## config.mk

```make
export PLATFORM = sky130hd
export DESIGN_NAME = fault_alert_and_telemetry
export DESIGN_NICKNAME = d
export VERILOG_FILES = /design/src/logic/fault_telemetry_pkg.sv /design/src/logic/fault_alert_and_telemetry.sv
export SDC_FILE = /design/constraint.sdc
export NUM_CORES = 1
export LEC_CHECK = 0
export BUFFER_PORTS_ARGS = -buffer_cell sky130_fd_sc_hd__buf_2
export CAP_MARGIN = 10
export CORE_MARGIN = 10
export CORE_UTILIZATION = 45
export CTS_CLUSTER_SIZE = 24
export DETAILED_ROUTE_END_ITERATION = 16
export PLACE_DENSITY_LB_ADDON = 0.2
export SLEW_MARGIN = 20
export SYNTH_ARGS = -nofsm -noshare
export SYNTH_HDL_FRONTEND = slang
export SYNTH_SLANG_ARGS = --single-unit
```

## constraint.sdc

```tcl
create_clock -name ref_clk -period 19.7 [get_ports ref_clk]
set_input_delay 1.97 -clock ref_clk [delete_from_list [all_inputs] [get_ports ref_clk]]
set_output_delay 1.97 -clock ref_clk [all_outputs]
set_load 0.1 [all_outputs]
```

## src/logic/fault_telemetry_pkg.sv

```systemverilog
/*
  Constants, register offsets and carrier types for the fault alert and
  telemetry block. Assumes a 40 MHz controller clock and decoded
  management-bus register accesses.
*/
// Notes on behaviour
// - Die temperature code above threshold register stops switching.
// - Fixed controller-die analog trip acts exactly like programmable over-temperature.
// - Power-stage trip stops switching unlatched; recovery restarts through soft-start.
// - Ready indicator high only in target, low when enable or operation off.
// - Ready indicator stays low until soft-start ramp completes.
// - Fatal alert armed once bias supply is good, regardless of enable.
// - Fatal alert goes low on over/undervoltage, over-temperature or power-stage fault.
// - Fatal alert stays latched low until supply reset or enable toggle.
// - Power-stage trip or driver undervoltage sets power-stage fault status bit.
// - Each reading except input power comes from one conversion, no averaging.
// - Currents refresh within 95 us, other readings within 190 us.
// - Input voltage reading saturates at 8 V and 16 V.
// - Input voltage code is (volts minus 8) divided by 0.03125.
// - Input current code is current times 256 over selected full scale.
// - Input power from raw voltage and current, full scale over 255.
// - Output voltage code follows 5 mV or 10 mV step setting.
// - Output current is average low-side current over each on interval.
// - Sense gain low at 15 A or more, high at 10 A or less.
// - Output current code is current times 255 over full scale.
// - Temperature code is degrees plus 40.
package fault_telemetry_pkg;
  // ********************
  // register offsets
  // ********************
  localparam logic [7:0] OFS_OPERATION   = 8'h01;
  localparam logic [7:0] OFS_OT_THRESH   = 8'h4f;
  localparam logic [7:0] OFS_OT_ACTION   = 8'h50;
  localparam logic [7:0] OFS_PIN_FS      = 8'h6b;
  localparam logic [7:0] OFS_VENDOR_STAT = 8'h80;
  localparam logic [7:0] OFS_VIN         = 8'h88;
  localparam logic [7:0] OFS_IIN         = 8'h89;
  localparam logic [7:0] OFS_VOUT        = 8'h8b;
  localparam logic [7:0] OFS_IOUT        = 8'h8c;
  localparam logic [7:0] OFS_TEMP        = 8'h8d;
  localparam logic [7:0] OFS_PIN         = 8'h97;
  localparam logic [7:0] OFS_SENSE_RES   = 8'hb3;
  localparam logic [7:0] OFS_OUTPUT_CURRENT_FULL_SCALE     = 8'hc0;
  localparam logic [7:0] OFS_PROTOCOL    = 8'hc2;
  // ********************
  // fields and reset values
  // ********************
  localparam int OPERATION_ON_BIT = 7;
  localparam int OT_RESTART_BIT   = 7;
  localparam int PS_FAULT_BIT     = 7;
  localparam logic [7:0] RST_OPERATION = 8'h80;
  localparam logic [7:0] RST_OT_THRESH = 8'ha5;
  localparam logic [7:0] RST_OT_ACTION = 8'h00;
  localparam logic [7:0] RST_PIN_FS    = 8'h00;
  localparam logic [7:0] RST_SENSE_RES = 8'h00;
  localparam logic [7:0] RST_OUTPUT_CURRENT_FULL_SCALE   = 8'h0f;
  localparam logic [7:0] RST_PROTOCOL  = 8'h01;
  localparam logic [7:0] ICC_HIGH_GAIN_MAX = 8'h0a;
  localparam logic [7:0] ICC_LOW_GAIN_MIN  = 8'h0f;
  // ********************
  // telemetry scaling
  // ********************
  localparam logic [11:0] VIN_LOW_RAW   = 12'h100;
  localparam logic [11:0] VOUT_OFS_5MV  = 12'h014;
  localparam logic [11:0] VOUT_OFS_10MV = 12'h028;
  localparam logic [8:0]  TEMP_OFFSET   = 9'h028;
  localparam int PIN_BASE_SHIFT = 21;
  // ********************
  // timing
  // ********************
  localparam int CLK_PERIOD_NS = 25;
  localparam int SLOT_TIME_NS  = 20000;
  localparam int SLOT_CYCLES   = SLOT_TIME_NS / CLK_PERIOD_NS;
  // ********************
  // types
  // ********************
  typedef enum logic [2:0] {
    MEAS_VIN, MEAS_IIN, MEAS_VOUT, MEAS_IOUT, MEAS_TEMP
  } meas_type;
  typedef struct packed {
    logic ovf_fixed;
    logic ovf_tracking;
    logic uvf_tracking;
    logic ctrl_analog_ot;
    logic ps_overtemp;
    logic driver_supply_undervoltage;
  } fault_in_type;
  typedef struct packed {
    logic       start;
    meas_type   channel;
  } adc_req_type;
endpackage : fault_telemetry_pkg

```

## src/logic/fault_alert_and_telemetry.sv

```systemverilog
/*
  Fault alert, over-temperature handling, ready indicator and telemetry
  sequencer of a buck controller. Assumes analog comparators and the ADC
  are outside; the management bus is decoded into single register accesses.
*/
`timescale 1ns/1ps
`default_nettype none
module fault_alert_and_telemetry
  import fault_telemetry_pkg::*;
#(
  parameter int SLOT_LEN = SLOT_CYCLES
) (
  // clock and power-up reset
  input  wire logic        ref_clk,
  input  wire logic        rst,
  // pins and analog status, asynchronous
  input  wire logic        enable_pin,
  input  wire logic        bias_supply_good,
  input  wire logic        power_input_supply_good,
  input  wire logic        soft_start_done,
  input  wire logic        output_in_target,
  input  wire fault_in_type fault_in,
  // adc, same clock
  input  wire logic        adc_valid,
  input  wire logic [11:0] adc_data,
  output var  adc_req_type adc_req,
  // decoded register access
  input  wire logic [7:0]  reg_addr,
  input  wire logic        reg_wr_en,
  input  wire logic [7:0]  reg_wr_data,
  input  wire logic        reg_rd_en,
  output logic      [7:0]  reg_rd_data,
  // converter control
  output logic             switching_enable,
  output logic             soft_start_request,
  output logic             current_sense_high_gain,
  output logic      [7:0]  input_current_full_scale,
  // open-drain pins
  output logic             output_ready_indicator_out,
  output logic             output_ready_indicator_oe,
  output logic             fatal_fault_alert_out,
  output logic             fatal_fault_alert_oe
);
  // ********************
  // input synchronisers
  // ********************
  localparam int NSYNC = 11;
  logic [NSYNC-1:0] sync1_q;
  logic [NSYNC-1:0] sync2_q;
  always_ff @(posedge ref_clk) begin
    if (rst) begin
      sync1_q <= '0;
      sync2_q <= '0;
    end else begin
      sync1_q <= {enable_pin, bias_supply_good, power_input_supply_good,
                  soft_start_done, output_in_target, fault_in};
      sync2_q <= sync1_q;
    end
  end
  logic         en_s;
  logic         bias_s;
  logic         supply_s;
  logic         ss_done_s;
  logic         target_s;
  fault_in_type flt_s;
  assign {en_s, bias_s, supply_s, ss_done_s, target_s, flt_s} = sync2_q;

  logic en_prev_q;
  logic supply_prev_q;
  always_ff @(posedge ref_clk) begin
    if (rst) begin
      en_prev_q     <= 1'b0;
      supply_prev_q <= 1'b0;
    end else begin
      en_prev_q     <= en_s;
      supply_prev_q <= supply_s;
    end
  end
  // a fall of enable or of the input supply counts as the clearing event
  logic clear_evt;
  assign clear_evt = (en_prev_q & ~en_s) | (supply_prev_q & ~supply_s);

  // ********************
  // registers
  // ********************
  logic [7:0] operation_control_q;
  logic [7:0] overtemp_fault_threshold_q;
  logic [7:0] overtemp_fault_action_q;
  logic [7:0] input_power_full_scale_sel_q;
  logic [7:0] input_sense_resistor_sel_q;
  logic [7:0] output_current_full_scale_q;
  logic [7:0] voltage_step_protocol_sel_q;
  logic [7:0] vendor_fault_status_q;
  logic [7:0] input_voltage_reading_q;
  logic [7:0] input_current_reading_q;
  logic [7:0] output_voltage_reading_q;
  logic [7:0] output_current_reading_q;
  logic [7:0] die_temperature_reading_q;
  logic [7:0] input_power_reading_q;

  always_ff @(posedge ref_clk) begin
    if (rst) begin
      operation_control_q          <= RST_OPERATION;
      overtemp_fault_threshold_q   <= RST_OT_THRESH;
      overtemp_fault_action_q      <= RST_OT_ACTION;
      input_power_full_scale_sel_q <= RST_PIN_FS;
      input_sense_resistor_sel_q   <= RST_SENSE_RES;
      output_current_full_scale_q  <= RST_OUTPUT_CURRENT_FULL_SCALE;
      voltage_step_protocol_sel_q  <= RST_PROTOCOL;
    end else if (reg_wr_en) begin
      case (reg_addr)
        OFS_OPERATION: operation_control_q          <= reg_wr_data;
        OFS_OT_THRESH: overtemp_fault_threshold_q   <= reg_wr_data;
        OFS_OT_ACTION: overtemp_fault_action_q      <= reg_wr_data;
        OFS_PIN_FS:    input_power_full_scale_sel_q <= reg_wr_data;
        OFS_SENSE_RES: input_sense_resistor_sel_q   <= reg_wr_data;
        OFS_OUTPUT_CURRENT_FULL_SCALE:   output_current_full_scale_q  <= reg_wr_data;
        OFS_PROTOCOL:  voltage_step_protocol_sel_q  <= reg_wr_data;
        default: begin
        end
      endcase
    end
  end

  // unmapped and reserved addresses read as zero
  always_ff @(posedge ref_clk) begin
    if (rst) begin
      reg_rd_data <= 8'h00;
    end else if (reg_rd_en) begin
      case (reg_addr)
        OFS_OPERATION:   reg_rd_data <= operation_control_q;
        OFS_OT_THRESH:   reg_rd_data <= overtemp_fault_threshold_q;
        OFS_OT_ACTION:   reg_rd_data <= overtemp_fault_action_q;
        OFS_PIN_FS:      reg_rd_data <= input_power_full_scale_sel_q;
        OFS_VENDOR_STAT: reg_rd_data <= vendor_fault_status_q;
        OFS_VIN:         reg_rd_data <= input_voltage_reading_q;
        OFS_IIN:         reg_rd_data <= input_current_reading_q;
        OFS_VOUT:        reg_rd_data <= output_voltage_reading_q;
        OFS_IOUT:        reg_rd_data <= output_current_reading_q;
        OFS_TEMP:        reg_rd_data <= die_temperature_reading_q;
        OFS_PIN:         reg_rd_data <= input_power_reading_q;
        OFS_SENSE_RES:   reg_rd_data <= input_sense_resistor_sel_q;
        OFS_OUTPUT_CURRENT_FULL_SCALE:     reg_rd_data <= output_current_full_scale_q;
        OFS_PROTOCOL:    reg_rd_data <= voltage_step_protocol_sel_q;
        default:         reg_rd_data <= 8'h00;
      endcase
    end
  end

  // live status, not sticky
  always_ff @(posedge ref_clk) begin
    if (rst) begin
      vendor_fault_status_q <= 8'h00;
    end else begin
      vendor_fault_status_q <= 8'h00;
      vendor_fault_status_q[PS_FAULT_BIT] <=
        flt_s.ps_overtemp | flt_s.driver_supply_undervoltage;
    end
  end

  // ********************
  // telemetry sequencer
  // ********************
  logic [15:0] slot_cnt_q;
  logic        cur_slot_q;
  logic        cur_sel_q;
  logic [1:0]  other_idx_q;
  meas_type    pending_q;
  logic        slot_go;
  assign slot_go = (slot_cnt_q == 16'(SLOT_LEN - 1));

  // current slots alternate with the others, so iin/iout recur every 4 slots
  always_ff @(posedge ref_clk) begin
    if (rst) begin
      slot_cnt_q  <= 16'h0000;
      cur_slot_q  <= 1'b1;
      cur_sel_q   <= 1'b0;
      other_idx_q <= 2'h0;
      adc_req     <= '{start: 1'b0, channel: MEAS_IIN};
      pending_q   <= MEAS_IIN;
    end else begin
      adc_req.start <= 1'b0;
      slot_cnt_q    <= slot_go ? 16'h0000 : slot_cnt_q + 16'h0001;
      if (slot_go) begin
        adc_req.start <= 1'b1;
        cur_slot_q    <= ~cur_slot_q;
        if (cur_slot_q) begin
          adc_req.channel <= cur_sel_q ? MEAS_IOUT : MEAS_IIN;
          pending_q       <= cur_sel_q ? MEAS_IOUT : MEAS_IIN;
          cur_sel_q       <= ~cur_sel_q;
        end else begin
          case (other_idx_q)
            2'h0:    adc_req.channel <= MEAS_VIN;
            2'h1:    adc_req.channel <= MEAS_VOUT;
            default: adc_req.channel <= MEAS_TEMP;
          endcase
          case (other_idx_q)
            2'h0:    pending_q <= MEAS_VIN;
            2'h1:    pending_q <= MEAS_VOUT;
            default: pending_q <= MEAS_TEMP;
          endcase
          other_idx_q <= (other_idx_q == 2'h2) ? 2'h0 : other_idx_q + 2'h1;
        end
      end
    end
  end

  // ********************
  // conversion to codes
  // ********************
  logic [11:0] vin_raw_q;
  logic [11:0] iin_raw_q;
  logic        pin_go_q;
  logic [11:0] vin_clip;
  logic [11:0] vout_ofs;
  logic [11:0] vout_diff;
  logic [11:0] vout_code;
  logic [19:0] iout_scaled;
  logic [12:0] temp_sum;
  logic [23:0] pin_prod;
  logic [31:0] pin_scaled;
  logic [31:0] pin_code;

  // vin raw lsb is 31.25 mV; 256 is 8 V and 511 the top code
  always_comb begin
    vin_clip = (adc_data < VIN_LOW_RAW) ? VIN_LOW_RAW : adc_data;
    vin_clip = vin_clip - VIN_LOW_RAW;
    if (vin_clip > 12'h0ff) begin
      vin_clip = 12'h0ff;
    end
  end

  // vout raw lsb is 5 mV; the 10 mV step halves the code
  always_comb begin
    vout_ofs  = (voltage_step_protocol_sel_q[1:0] == 2'b01 ||
                 voltage_step_protocol_sel_q[1:0] == 2'b10) ?
                VOUT_OFS_5MV : VOUT_OFS_10MV;
    vout_diff = (adc_data > vout_ofs) ? adc_data - vout_ofs : 12'h000;
    vout_code = (vout_ofs == VOUT_OFS_5MV) ? vout_diff : vout_diff >> 1;
    if (vout_code > 12'h0ff) begin
      vout_code = 12'h0ff;
    end
  end

  // iout raw is the low-side average as a fraction of full scale
  assign iout_scaled = ({8'h00, adc_data} << 8) - {8'h00, adc_data};
  // temperature raw is whole signed degrees
  assign temp_sum    = {adc_data[11], adc_data} + {4'h0, TEMP_OFFSET};
  // product of raw readings, full scale halved per select step
  assign pin_prod    = vin_raw_q * iin_raw_q;
  assign pin_scaled  = ({8'h00, pin_prod} << 8) - {8'h00, pin_prod};
  always_comb begin
    pin_code = pin_scaled >> (PIN_BASE_SHIFT - int'(input_power_full_scale_sel_q[1:0]));
    if (pin_code > 32'h0000_00ff) begin
      pin_code = 32'h0000_00ff;
    end
  end

  // every reading except input power is one raw result, written whole in one cycle
  always_ff @(posedge ref_clk) begin
    if (rst) begin
      input_voltage_reading_q   <= 8'h00;
      input_current_reading_q   <= 8'h00;
      output_voltage_reading_q  <= 8'h00;
      output_current_reading_q  <= 8'h00;
      die_temperature_reading_q <= 8'h00;
      vin_raw_q                 <= 12'h000;
      iin_raw_q                 <= 12'h000;
    end else if (adc_valid) begin
      case (pending_q)
        MEAS_VIN: begin
          input_voltage_reading_q <= vin_clip[7:0];
          vin_raw_q               <= adc_data;
        end
        MEAS_IIN: begin
          input_current_reading_q <= adc_data[11:4];
          iin_raw_q               <= adc_data;
        end
        MEAS_VOUT: output_voltage_reading_q <= vout_code[7:0];
        MEAS_IOUT: output_current_reading_q <= iout_scaled[19:12];
        MEAS_TEMP: die_temperature_reading_q <= temp_sum[12] ? 8'h00 :
                   ((|temp_sum[11:8]) ? 8'hff : temp_sum[7:0]);
        default: begin
        end
      endcase
    end
  end

  // power follows each fresh input current, one cycle later
  always_ff @(posedge ref_clk) begin
    if (rst) begin
      pin_go_q              <= 1'b0;
      input_power_reading_q <= 8'h00;
    end else begin
      pin_go_q <= adc_valid && (pending_q == MEAS_IIN);
      if (pin_go_q) begin
        input_power_reading_q <= pin_code[7:0];
      end
    end
  end

  // ********************
  // gain and full scale
  // ********************
  // between 10 A and 15 A the previous gain is kept
  always_ff @(posedge ref_clk) begin
    if (rst) begin
      current_sense_high_gain  <= 1'b0;
      input_current_full_scale <= RST_SENSE_RES;
    end else begin
      if (output_current_full_scale_q >= ICC_LOW_GAIN_MIN) begin
        current_sense_high_gain <= 1'b0;
      end else if (output_current_full_scale_q <= ICC_HIGH_GAIN_MAX) begin
        current_sense_high_gain <= 1'b1;
      end
      input_current_full_scale <= input_sense_resistor_sel_q;
    end
  end

  // ********************
  // over-temperature
  // ********************
  logic ot_now;
  logic ot_latched_q;
  logic ot_prev_q;
  logic ps_prev_q;
  assign ot_now = (die_temperature_reading_q > overtemp_fault_threshold_q)
                  | flt_s.ctrl_analog_ot;

  always_ff @(posedge ref_clk) begin
    if (rst) begin
      ot_latched_q <= 1'b0;
    end else if (ot_now && !overtemp_fault_action_q[OT_RESTART_BIT]) begin
      ot_latched_q <= 1'b1;
    end else if (clear_evt) begin
      ot_latched_q <= 1'b0;
    end
  end

  always_ff @(posedge ref_clk) begin
    if (rst) begin
      ot_prev_q          <= 1'b0;
      ps_prev_q          <= 1'b0;
      soft_start_request <= 1'b0;
    end else begin
      ot_prev_q <= ot_now;
      ps_prev_q <= flt_s.ps_overtemp;
      // comparator hysteresis supplies the 30 degree release point
      soft_start_request <= (ps_prev_q & ~flt_s.ps_overtemp)
                            | (ot_prev_q & ~ot_now & ~ot_latched_q);
    end
  end

  logic run_cmd;
  assign run_cmd = en_s & operation_control_q[OPERATION_ON_BIT];

  always_ff @(posedge ref_clk) begin
    if (rst) begin
      switching_enable <= 1'b0;
    end else begin
      switching_enable <= run_cmd & ~ot_now & ~ot_latched_q
                          & ~flt_s.ps_overtemp;
    end
  end

  // ********************
  // ready indicator
  // ********************
  always_ff @(posedge ref_clk) begin
    if (rst) begin
      output_ready_indicator_out <= 1'b0;
      output_ready_indicator_oe  <= 1'b1;
    end else begin
      output_ready_indicator_out <= 1'b0;
      output_ready_indicator_oe  <= ~(run_cmd & switching_enable
                                      & ss_done_s & target_s);
    end
  end

  // ********************
  // fatal fault alert
  // ********************
  logic alert_latched_q;
  logic alert_cause;
  assign alert_cause = flt_s.ovf_fixed | flt_s.ovf_tracking | flt_s.uvf_tracking
                       | ot_now | flt_s.ps_overtemp
                       | flt_s.driver_supply_undervoltage;

  // set wins over the clearing edge so no fault is lost
  always_ff @(posedge ref_clk) begin
    if (rst) begin
      alert_latched_q <= 1'b0;
    end else if (bias_s && alert_cause) begin
      alert_latched_q <= 1'b1;
    end else if (clear_evt) begin
      alert_latched_q <= 1'b0;
    end
  end

  always_ff @(posedge ref_clk) begin
    if (rst) begin
      fatal_fault_alert_out <= 1'b0;
      fatal_fault_alert_oe  <= 1'b0;
    end else begin
      fatal_fault_alert_out <= 1'b0;
      fatal_fault_alert_oe  <= alert_latched_q;
    end
  end
endmodule : fault_alert_and_telemetry
`default_nettype wire

```

==> results of run 1 <==
-- worst max-delay path: cells and delay by family (launching register included) --
kind	cells	cell delay, ps
and+or+nand+nor	6	1830
xor gates and xnor gates	1	390
DFF	1	740
buffers and inverters	4	310
adders and majority gates	7	3180
AOI/OAI and AO/OA	10	2280
-- final cells by class --
type	count	area [um^2]	area share
clock inverters	15	175.2	0.01098
flip-flops and latches	195	3904	0.2446
well taps	442	553.0	0.03466
inverters	161	604.3	0.03787
multi-input cells	1369	9831	0.6161
repair buffers	81	464.2	0.02909
clock buffers	17	425.4	0.02666
-- per-layer routing --
metal  global-route usage  vias up
met5                    0        -
met4              0.05058        2
met3              0.04260       51
met2               0.3030      427
met1               0.2854     6236
li1                     -     6192
-- stage by stage --
| step | cells | worst slack (ps) | cell area [um^2] |
|---|---|---|---|
| 6_report | 2280 | 10830 | 15960 |
| 5_1_grt | 2280 | 10160 | 15960 |
| 4_1_cts | 2279 | 10910 | 15910 |
| 3_5_place_dp | 2247 | 10920 | 15310 |
| 3_3_place_gp | 2247 | 11090 | 15310 |
| 2_1_floorplan | 1821 | 11830 | 14660 |
-- cells in the final DEF (no fill, tap or decap), drive strengths merged, types with 5 or more instances in the layout --
master	instances
buf	81
inv	168
nor3b	7
xor2	24
nor2	117
ha	96
dfxtp	195
a222oi	11
nor2b	39
mux2i	11
nand3b	7
nand2b	15
xnor2	31
clkbuf	17
a211oi	31
nand3	68
or4	5
and3	21
nand2	294
nor3	30
and2	67
a31oi	9
a311oi	6
fa	101
mux4	5
o31ai	6
nand4	12
o21bai	5
or2	5
o21ai	53
a21o	13
clkinv	8
o211ai	11
a22oi	16
nor4	6
a211o	10
o21a	8
a21oi	162
or3	11
a221oi	11
-- kinds of logic after synthesis --
group | Yosys count | synth area share
DFF | 195 | 0.2663
and+or+nand+nor | 718 | 0.2327
other | 1 | 0.0002559
buffers and inverters | 257 | 0.06642
xor gates and xnor gates | 55 | 0.03287
muxes | 20 | 0.01827
AOI/OAI and AO/OA | 377 | 0.1632
adders and majority gates | 197 | 0.2199
-- registers in the layout (all words and copies together), names as in the netlist, 2 cells and up --
signal                        flops
slot_cnt_q                       16
vin_raw_q                        12
sync1_q                          11
sync2_q                          11
die_temperature_reading_q         8
input_current_full_scale          8
input_current_reading_q           8
input_power_full_scale_sel_q      8
input_power_reading_q             8
input_sense_resistor_sel_q        8
input_voltage_reading_q           8
operation_control_q               8
output_current_full_scale_q       8
output_current_reading_q          8
output_voltage_reading_q          8
overtemp_fault_action_q           8
overtemp_fault_threshold_q        8
reg_rd_data                       8
voltage_step_protocol_sel_q       8
iin_raw_q                         4
pending_q                         3
other_idx_q                       2
-- power groups by stage --
stage | clock network, mW | registers, mW | logic (mW)
detailed placement | 0 | 0.417 | 0.0516
CTS | 0.354 | 0.408 | 0.0520
finish | 0.349 | 0.408 | 0.0532
floorplan | 0 | 0.413 | 0.0362
global placement | 0 | 0.417 | 0.0511
global route | 0.370 | 0.409 | 0.0581
-- worst max-delay path by stage --
stage / startpoint / endpoint / slack (ps) / depth (start not counted)
floorplan: input_current_reading_q[1] / input_power_reading_q[1] / 11830 / 29
global placement: input_current_reading_q[0] / input_power_reading_q[7] / 11090 / 28
detailed placement: input_current_reading_q[1] / input_power_reading_q[1] / 10920 / 28
CTS: input_current_reading_q[1] / input_power_reading_q[1] / 10910 / 28
global route: input_current_reading_q[1] / input_power_reading_q[3] / 10160 / 28
finish: input_current_reading_q[1] / input_power_reading_q[1] / 10830 / 28
==> run_results.csv, run 1 <==
group,metric,value,unit
worst_hold_path,hold_path_depth,1,
detailed_routing,ant_nets,0,
timing,fmax,112.8,MHz
yosys,ys_seq_area_frac,0.2663,
worst_setup_path,worst_r2r_endpoint,"input_power_reading_q[1]",
detailed_routing,top_layer,"met5",
cells_and_area,drive_above_1_share,0.07835,
grt,antenna_found_initial,1,
worst_setup_path,r2r-start,"input_current_reading_q[1]",
worst_hold_path,worstHoldStart,"sync1_q[0]",
clock_tree,clock-sinks,195,
floorplan,die_x,200.5,um
timing,whs,436.0,ps
job,max_cap_violations,0,
place,dpl.hpwl,31.08,mm
worst_setup_path,max_stage_delay,740,ps
timing,setup_violations,0,
floorplan,io_pins,71,
clock_tree,cts_resized,0,
detailed_routing,drt_iter0_markers,1187,
detailed_routing,firstDrtPassIters,7,
cells_and_area,diodes,0,
yosys,synth_top_area_cell,"dfxtp_1",
worst_hold_path,whs_endpoint,"sync2_q[0]",
worst_setup_path,worstPathRequired,20000,ps
floorplan,core,0.03237,mm^2
pwr,clockPowerShare,0.430,
detailed_routing,drc,0,
clock_tree,clock_latency,450,ps
timing,rsz0062_at_grt,"false",
place,gp_congestion,0.9415,
yosys,synthArstFlopShare,0,
yosys,synth_most_common_cell,"nand2_1",
yosys,netlist.area_leader.share,0.2663,
clock_tree,ctsHoldBuffers,0,
worst_setup_path,cp-end-kind,"flop",
yosys,synth_area_leaders,"dfxtp_1 27%, fa_1 14%, ha_1 8.2%",
detailed_routing,wl_met3,3.144,mm
yosys,synth-edff-count,0,
yosys,syn-cell-area,0.01466,mm^2
yosys,ys_warn_count,0,
grt,grt_usage,0.2008,
timing,hold_violations,0,
worst_setup_path,rrSetupSlack,10830,ps
timing,max_slew_margin,0.3247,
detailed_routing,wirelength,41.15,mm
cells_and_area,nets,2066,
clock_tree,htree_levels,4,
detailed_routing,route.vias.total,12908,
worst_setup_path,critPathMaxFanout,14,
pwr,leakagePower,6.888,nW
floorplan,row_count,66,
worst_setup_path,rr_worst_depth,28,
floorplan,die_h,200.5,um
detailed_routing,routedWlPerCell,18.05,um
timing,fin_setup_tns,0,ps
pwr,pwr-share-seq,0.504,
clock_tree,postCtsSetupBuffers,0,
detailed_routing,wl_met1,18.86,mm
yosys,syn_inst,1820,
timing,tightest_slew,1005,ps
clock_tree,cts_root_buffer,"clkbuf_16",
grt,grt_pass1_wl,66.50,mm
detailed_routing,viasPerCell,5.661,
place,port_buffers,68,
pwr,power_density,50.76,mW/mm^2
pwr,switchingPower,221.2,uW
yosys,synthTopCellsByCount,"294 x nand2_1, 195 x dfxtp_1, 161 x a21oi_1, 160 x inv_1, 116 x nor2_1",
grt,gr-total-overflow,0,
worst_setup_path,start_kind,"flop",
pwr,p_int,588.6,uW
grt,grt_pass1_vias,12264,
pwr,power,809.9,uW
status,status,"finished clean",
floorplan,dieArea,0.04019,mm^2
timing,period_share,0.4502,
pwr,ir_worst_vdd,0.00006746,V
grt,grt_max_degree,108,
worst_setup_path,critPathKind,"flop to flop",
yosys,ys.flop_type,"dfxtp_1",
worst_setup_path,arrival,9170,ps
pwr,switching_share,0.2732,
floorplan,start_util,0.4528,
pwr,comb_power_share,0.066,
timing,min_period,8869,ps
yosys,synth_cell_types,74,
yosys,synth.avg_cell_area,8.053,um^2
worst_setup_path,worst_path_max_delay_cell,"dfxtp_1",
timing,slew_violations,0,
clock_tree,cts-root-to-sink-buffers,2,
clock_tree,cts.clk_slew.worst_paths,80,ps
cells_and_area,n_fill_cell,3221,
worst_hold_path,hp-class,"flop to flop",
cells_and_area,fin_util,0.4929,
timing,skew,15.90,ps
detailed_routing,met2_length,18.40,mm
clock_tree,cts-buffers-inserted,17,
yosys,ys_ff_latch,195,
clock_tree,cts_tree,"yes",
cells_and_area,area_growth,8.870,%
No activity file was read; power rests on OpenSTA's default activity.
==> run 2: changes to the inputs <==
--- a/config.mk
+++ b/config.mk
@@ -5,6 +5,7 @@
 export SDC_FILE = /design/constraint.sdc
 export NUM_CORES = 1
 export LEC_CHECK = 0
+export ABC_AREA = 1
 export BUFFER_PORTS_ARGS = -buffer_cell sky130_fd_sc_hd__buf_2
 export CAP_MARGIN = 10
 export CORE_MARGIN = 10
==> constraint.sdc (replaced) <==
create_clock -name ref_clk -period 8.05 [get_ports ref_clk]
set_input_delay 0.805 -clock ref_clk [delete_from_list [all_inputs] [get_ports ref_clk]]
set_output_delay 0.805 -clock ref_clk [all_outputs]
set_load 0.1 [all_outputs]
==> run 2 against run 1 <==
Effect of this change: die area grew 2.7%; synthesized cell count grew 19%; setup slack lost 10000 ps; sequential cell count is the same; routed wire length grew 1.6%; first-iteration DRC count grew 1.0%; highest routed layer unchanged.
==> run_results.csv, run 2 <==
group,metric,value,unit
floorplan,dieArea,0.04129,mm^2
detailed_routing,wirelength,41.82,mm
worst_setup_path,max_stage_delay,760,ps
grt,use_met3,0.03379,
detailed_routing,viasPerCell,5.216,
floorplan,row_count,67,
timing,skew,14.89,ps
cells_and_area,largest_reg_flops,16,
yosys,synth_most_common_cell,"nand2_1",
timing,rsz0062_at_grt,"false",
grt,grt_usage,0.2017,
clock_tree,cts_tree,"yes",
timing,hold_violations,0,
yosys,ys_ff_latch,195,
grt,grt_busiest_layer,"met2",
grt,gr-total-overflow,0,
pwr,power_density,123.0,mW/mm^2
clock_tree,ctsHoldBuffers,0,
timing,slew_violations,0,
clock_tree,cts-root-to-sink-buffers,2,
worst_hold_path,hp-class,"flop to flop",
timing,setup_violations,0,
cells_and_area,top_regs,"slot_cnt_q (16), vin_raw_q (12)",
yosys,synthTopCellsByCount,"491 x nand2_1, 436 x inv_1, 195 x dfxtp_1, 192 x nor2_1, 139 x a21oi_1",
yosys,synth-edff-count,0,
yosys,synthArstFlopShare,0,
clock_tree,clock_latency,460,ps
clock_tree,cts_root_buffer,"clkbuf_16",
grt,use_met1,0.2866,
clock_tree,cts_resized,0,
worst_setup_path,cp-end-kind,"flop",
yosys,ys_seq_area_frac,0.2585,
floorplan,core,0.03328,mm^2
cells_and_area,diodes,0,
cells_and_area,top_register,"slot_cnt_q",
grt,grt_pass1_vias,13156,
timing,fin_setup_tns,0,ps
detailed_routing,routedWlPerCell,15.70,um
detailed_routing,route.vias.total,13889,
detailed_routing,drt_iter0_markers,1199,
grt,antenna_found_initial,1,
pwr,leakagePower,8.461,nW
job,max_cap_violations,0,
place,gp_congestion,0.8984,
yosys,synth.avg_cell_area,6.953,um^2
yosys,ys.flop_type,"dfxtp_1",
cells_and_area,n_fill_cell,3412,
worst_setup_path,arrival,7820,ps
clock_tree,htree_levels,4,
cells_and_area,area_growth,8.948,%
floorplan,die_h,203.2,um
grt,grt_max_degree,92,
timing,max_slew_margin,0.3753,
worst_setup_path,critPathKind,"flop to flop",
worst_setup_path,worst_path_max_delay_cell,"dfxtp_1",
yosys,netlist.area_leader.share,0.2585,
timing,fmax,133.6,MHz
yosys,synth_cell_types,50,
cells_and_area,nets,2443,
worst_setup_path,critPathMaxFanout,14,
cells_and_area,drive_above_1_share,0.06772,
timing,period_share,0.9296,
grt,grtUsageMet2,0.3127,
cells_and_area,final_common_cell,"nand2_1",
grt,grt_pass1_wl,68.36,mm
floorplan,io_pins,71,
status,status,"finished clean",
cells_and_area,final_area,0.01645,mm^2
clock_tree,cts.clk_slew.worst_paths,80,ps
worst_setup_path,worst_path_most_repeated_cell,"nand2_1",
timing,tightest_slew,929.3,ps
floorplan,start_util,0.4538,
yosys,synth_area_leaders,"dfxtp_1 26%, fa_1 13%, nand2_1 12%",
worst_setup_path,rrSetupSlack,570,ps
yosys,ys_warn_count,0,
timing,min_period,7483,ps
cells_and_area,final_cell_mix,"491 x nand2_1, 435 x inv_1, 195 x dfxtp_1",
clock_tree,postCtsSetupBuffers,0,
worst_setup_path,start_kind,"flop",
clock_tree,clock-sinks,195,
yosys,synth_top_area_cell,"dfxtp_1",
floorplan,die_x,203.2,um
clock_tree,cts-buffers-inserted,17,
detailed_routing,firstDrtPassIters,5,
place,dpl.hpwl,32.91,mm
detailed_routing,ant_nets,0,
place,dpl_cell_area,0.01582,mm^2
detailed_routing,drc,0,
yosys,syn-cell-area,0.01510,mm^2
place,port_buffers,68,
pwr,ir_worst_vdd,0.0001525,V
yosys,syn_inst,2172,
worst_setup_path,worstPathRequired,8390,ps
[run 2: metrics by stage]
step | setup WS, ps | total power, mW | hold slack [ps] | instances | util
after CTS | 614.9 | 2.039 | 405.6 | 2663 | 0.4943
after floorplan | 1611 | 1.102 | 366.3 | 2173 | -
after global placement | 723.5 | 1.152 | 391.9 | 2631 | 0.4754
final | 566.8 | 2.024 | 405.9 | 2663 | 0.4944
after detailed placement | 633.4 | 1.154 | 386.4 | 2631 | 0.4754
after global routing | 114.6 | 2.092 | 428.9 | 2663 | 0.4944
[run 2: critical path, delay by kind of cell (launching register included)]
| kind | cells | cell delay (ps) |
|---|---|---|
| flip-flops | 1 | 760 |
| AO/OA/AOI/OAI | 4 | 670 |
| XOR/XNOR | 1 | 330 |
| AND/OR/NAND/NOR | 14 | 1980 |
| buffers and inverters | 4 | 280 |
| adder cells (fa/ha/maj) | 7 | 3360 |
[run 2: final timing paths]
check,startpoint,end,depth (start not counted)
worst min register to register,sync1_q[7],sync2_q[7],2
worst max-delay path,input_current_reading_q[1],input_power_reading_q[6],30
worst max register to register,input_current_reading_q[1],input_power_reading_q[6],30
worst min-delay path,sync1_q[7],sync2_q[7],2
[run 2: kinds of logic after synthesis]
kind of cell | count (synthesis) | synth area share
fa+ha+maj | 197 | 0.2134
buf+inv | 509 | 0.1272
compound gates | 370 | 0.1444
other cells | 1 | 0.0002483
simple gates | 879 | 0.2441
flops | 195 | 0.2585
xor+xnor | 21 | 0.01218
[run 2: layout make-up]
cell class,count,area (um^2),area share
flip-flops and latches,195,3904,0.2373
inverters,441,1655,0.1006
repair buffers,78,415.4,0.02525
multi-input cells,1469,9289,0.5646
clock buffers,18,439.2,0.02669
clock inverters,14,190.2,0.01156
well taps,448,560.5,0.03407
[run 2: report_power, final]
group          leakage [nW]  internal, mW  total [mW]  switching, mW
sequential             1.58         0.979        1.00         0.0253
combinational          6.57        0.0359       0.128         0.0924
clock                 0.305         0.440       0.891          0.451
[run 2: per-layer routing]
layer / share of wire / routed length, um
met1: 0.48 / 19890
met2: 0.45 / 18780
met3: 0.060 / 2517
met4: 0.014 / 606
met5: 0.00031 / 13
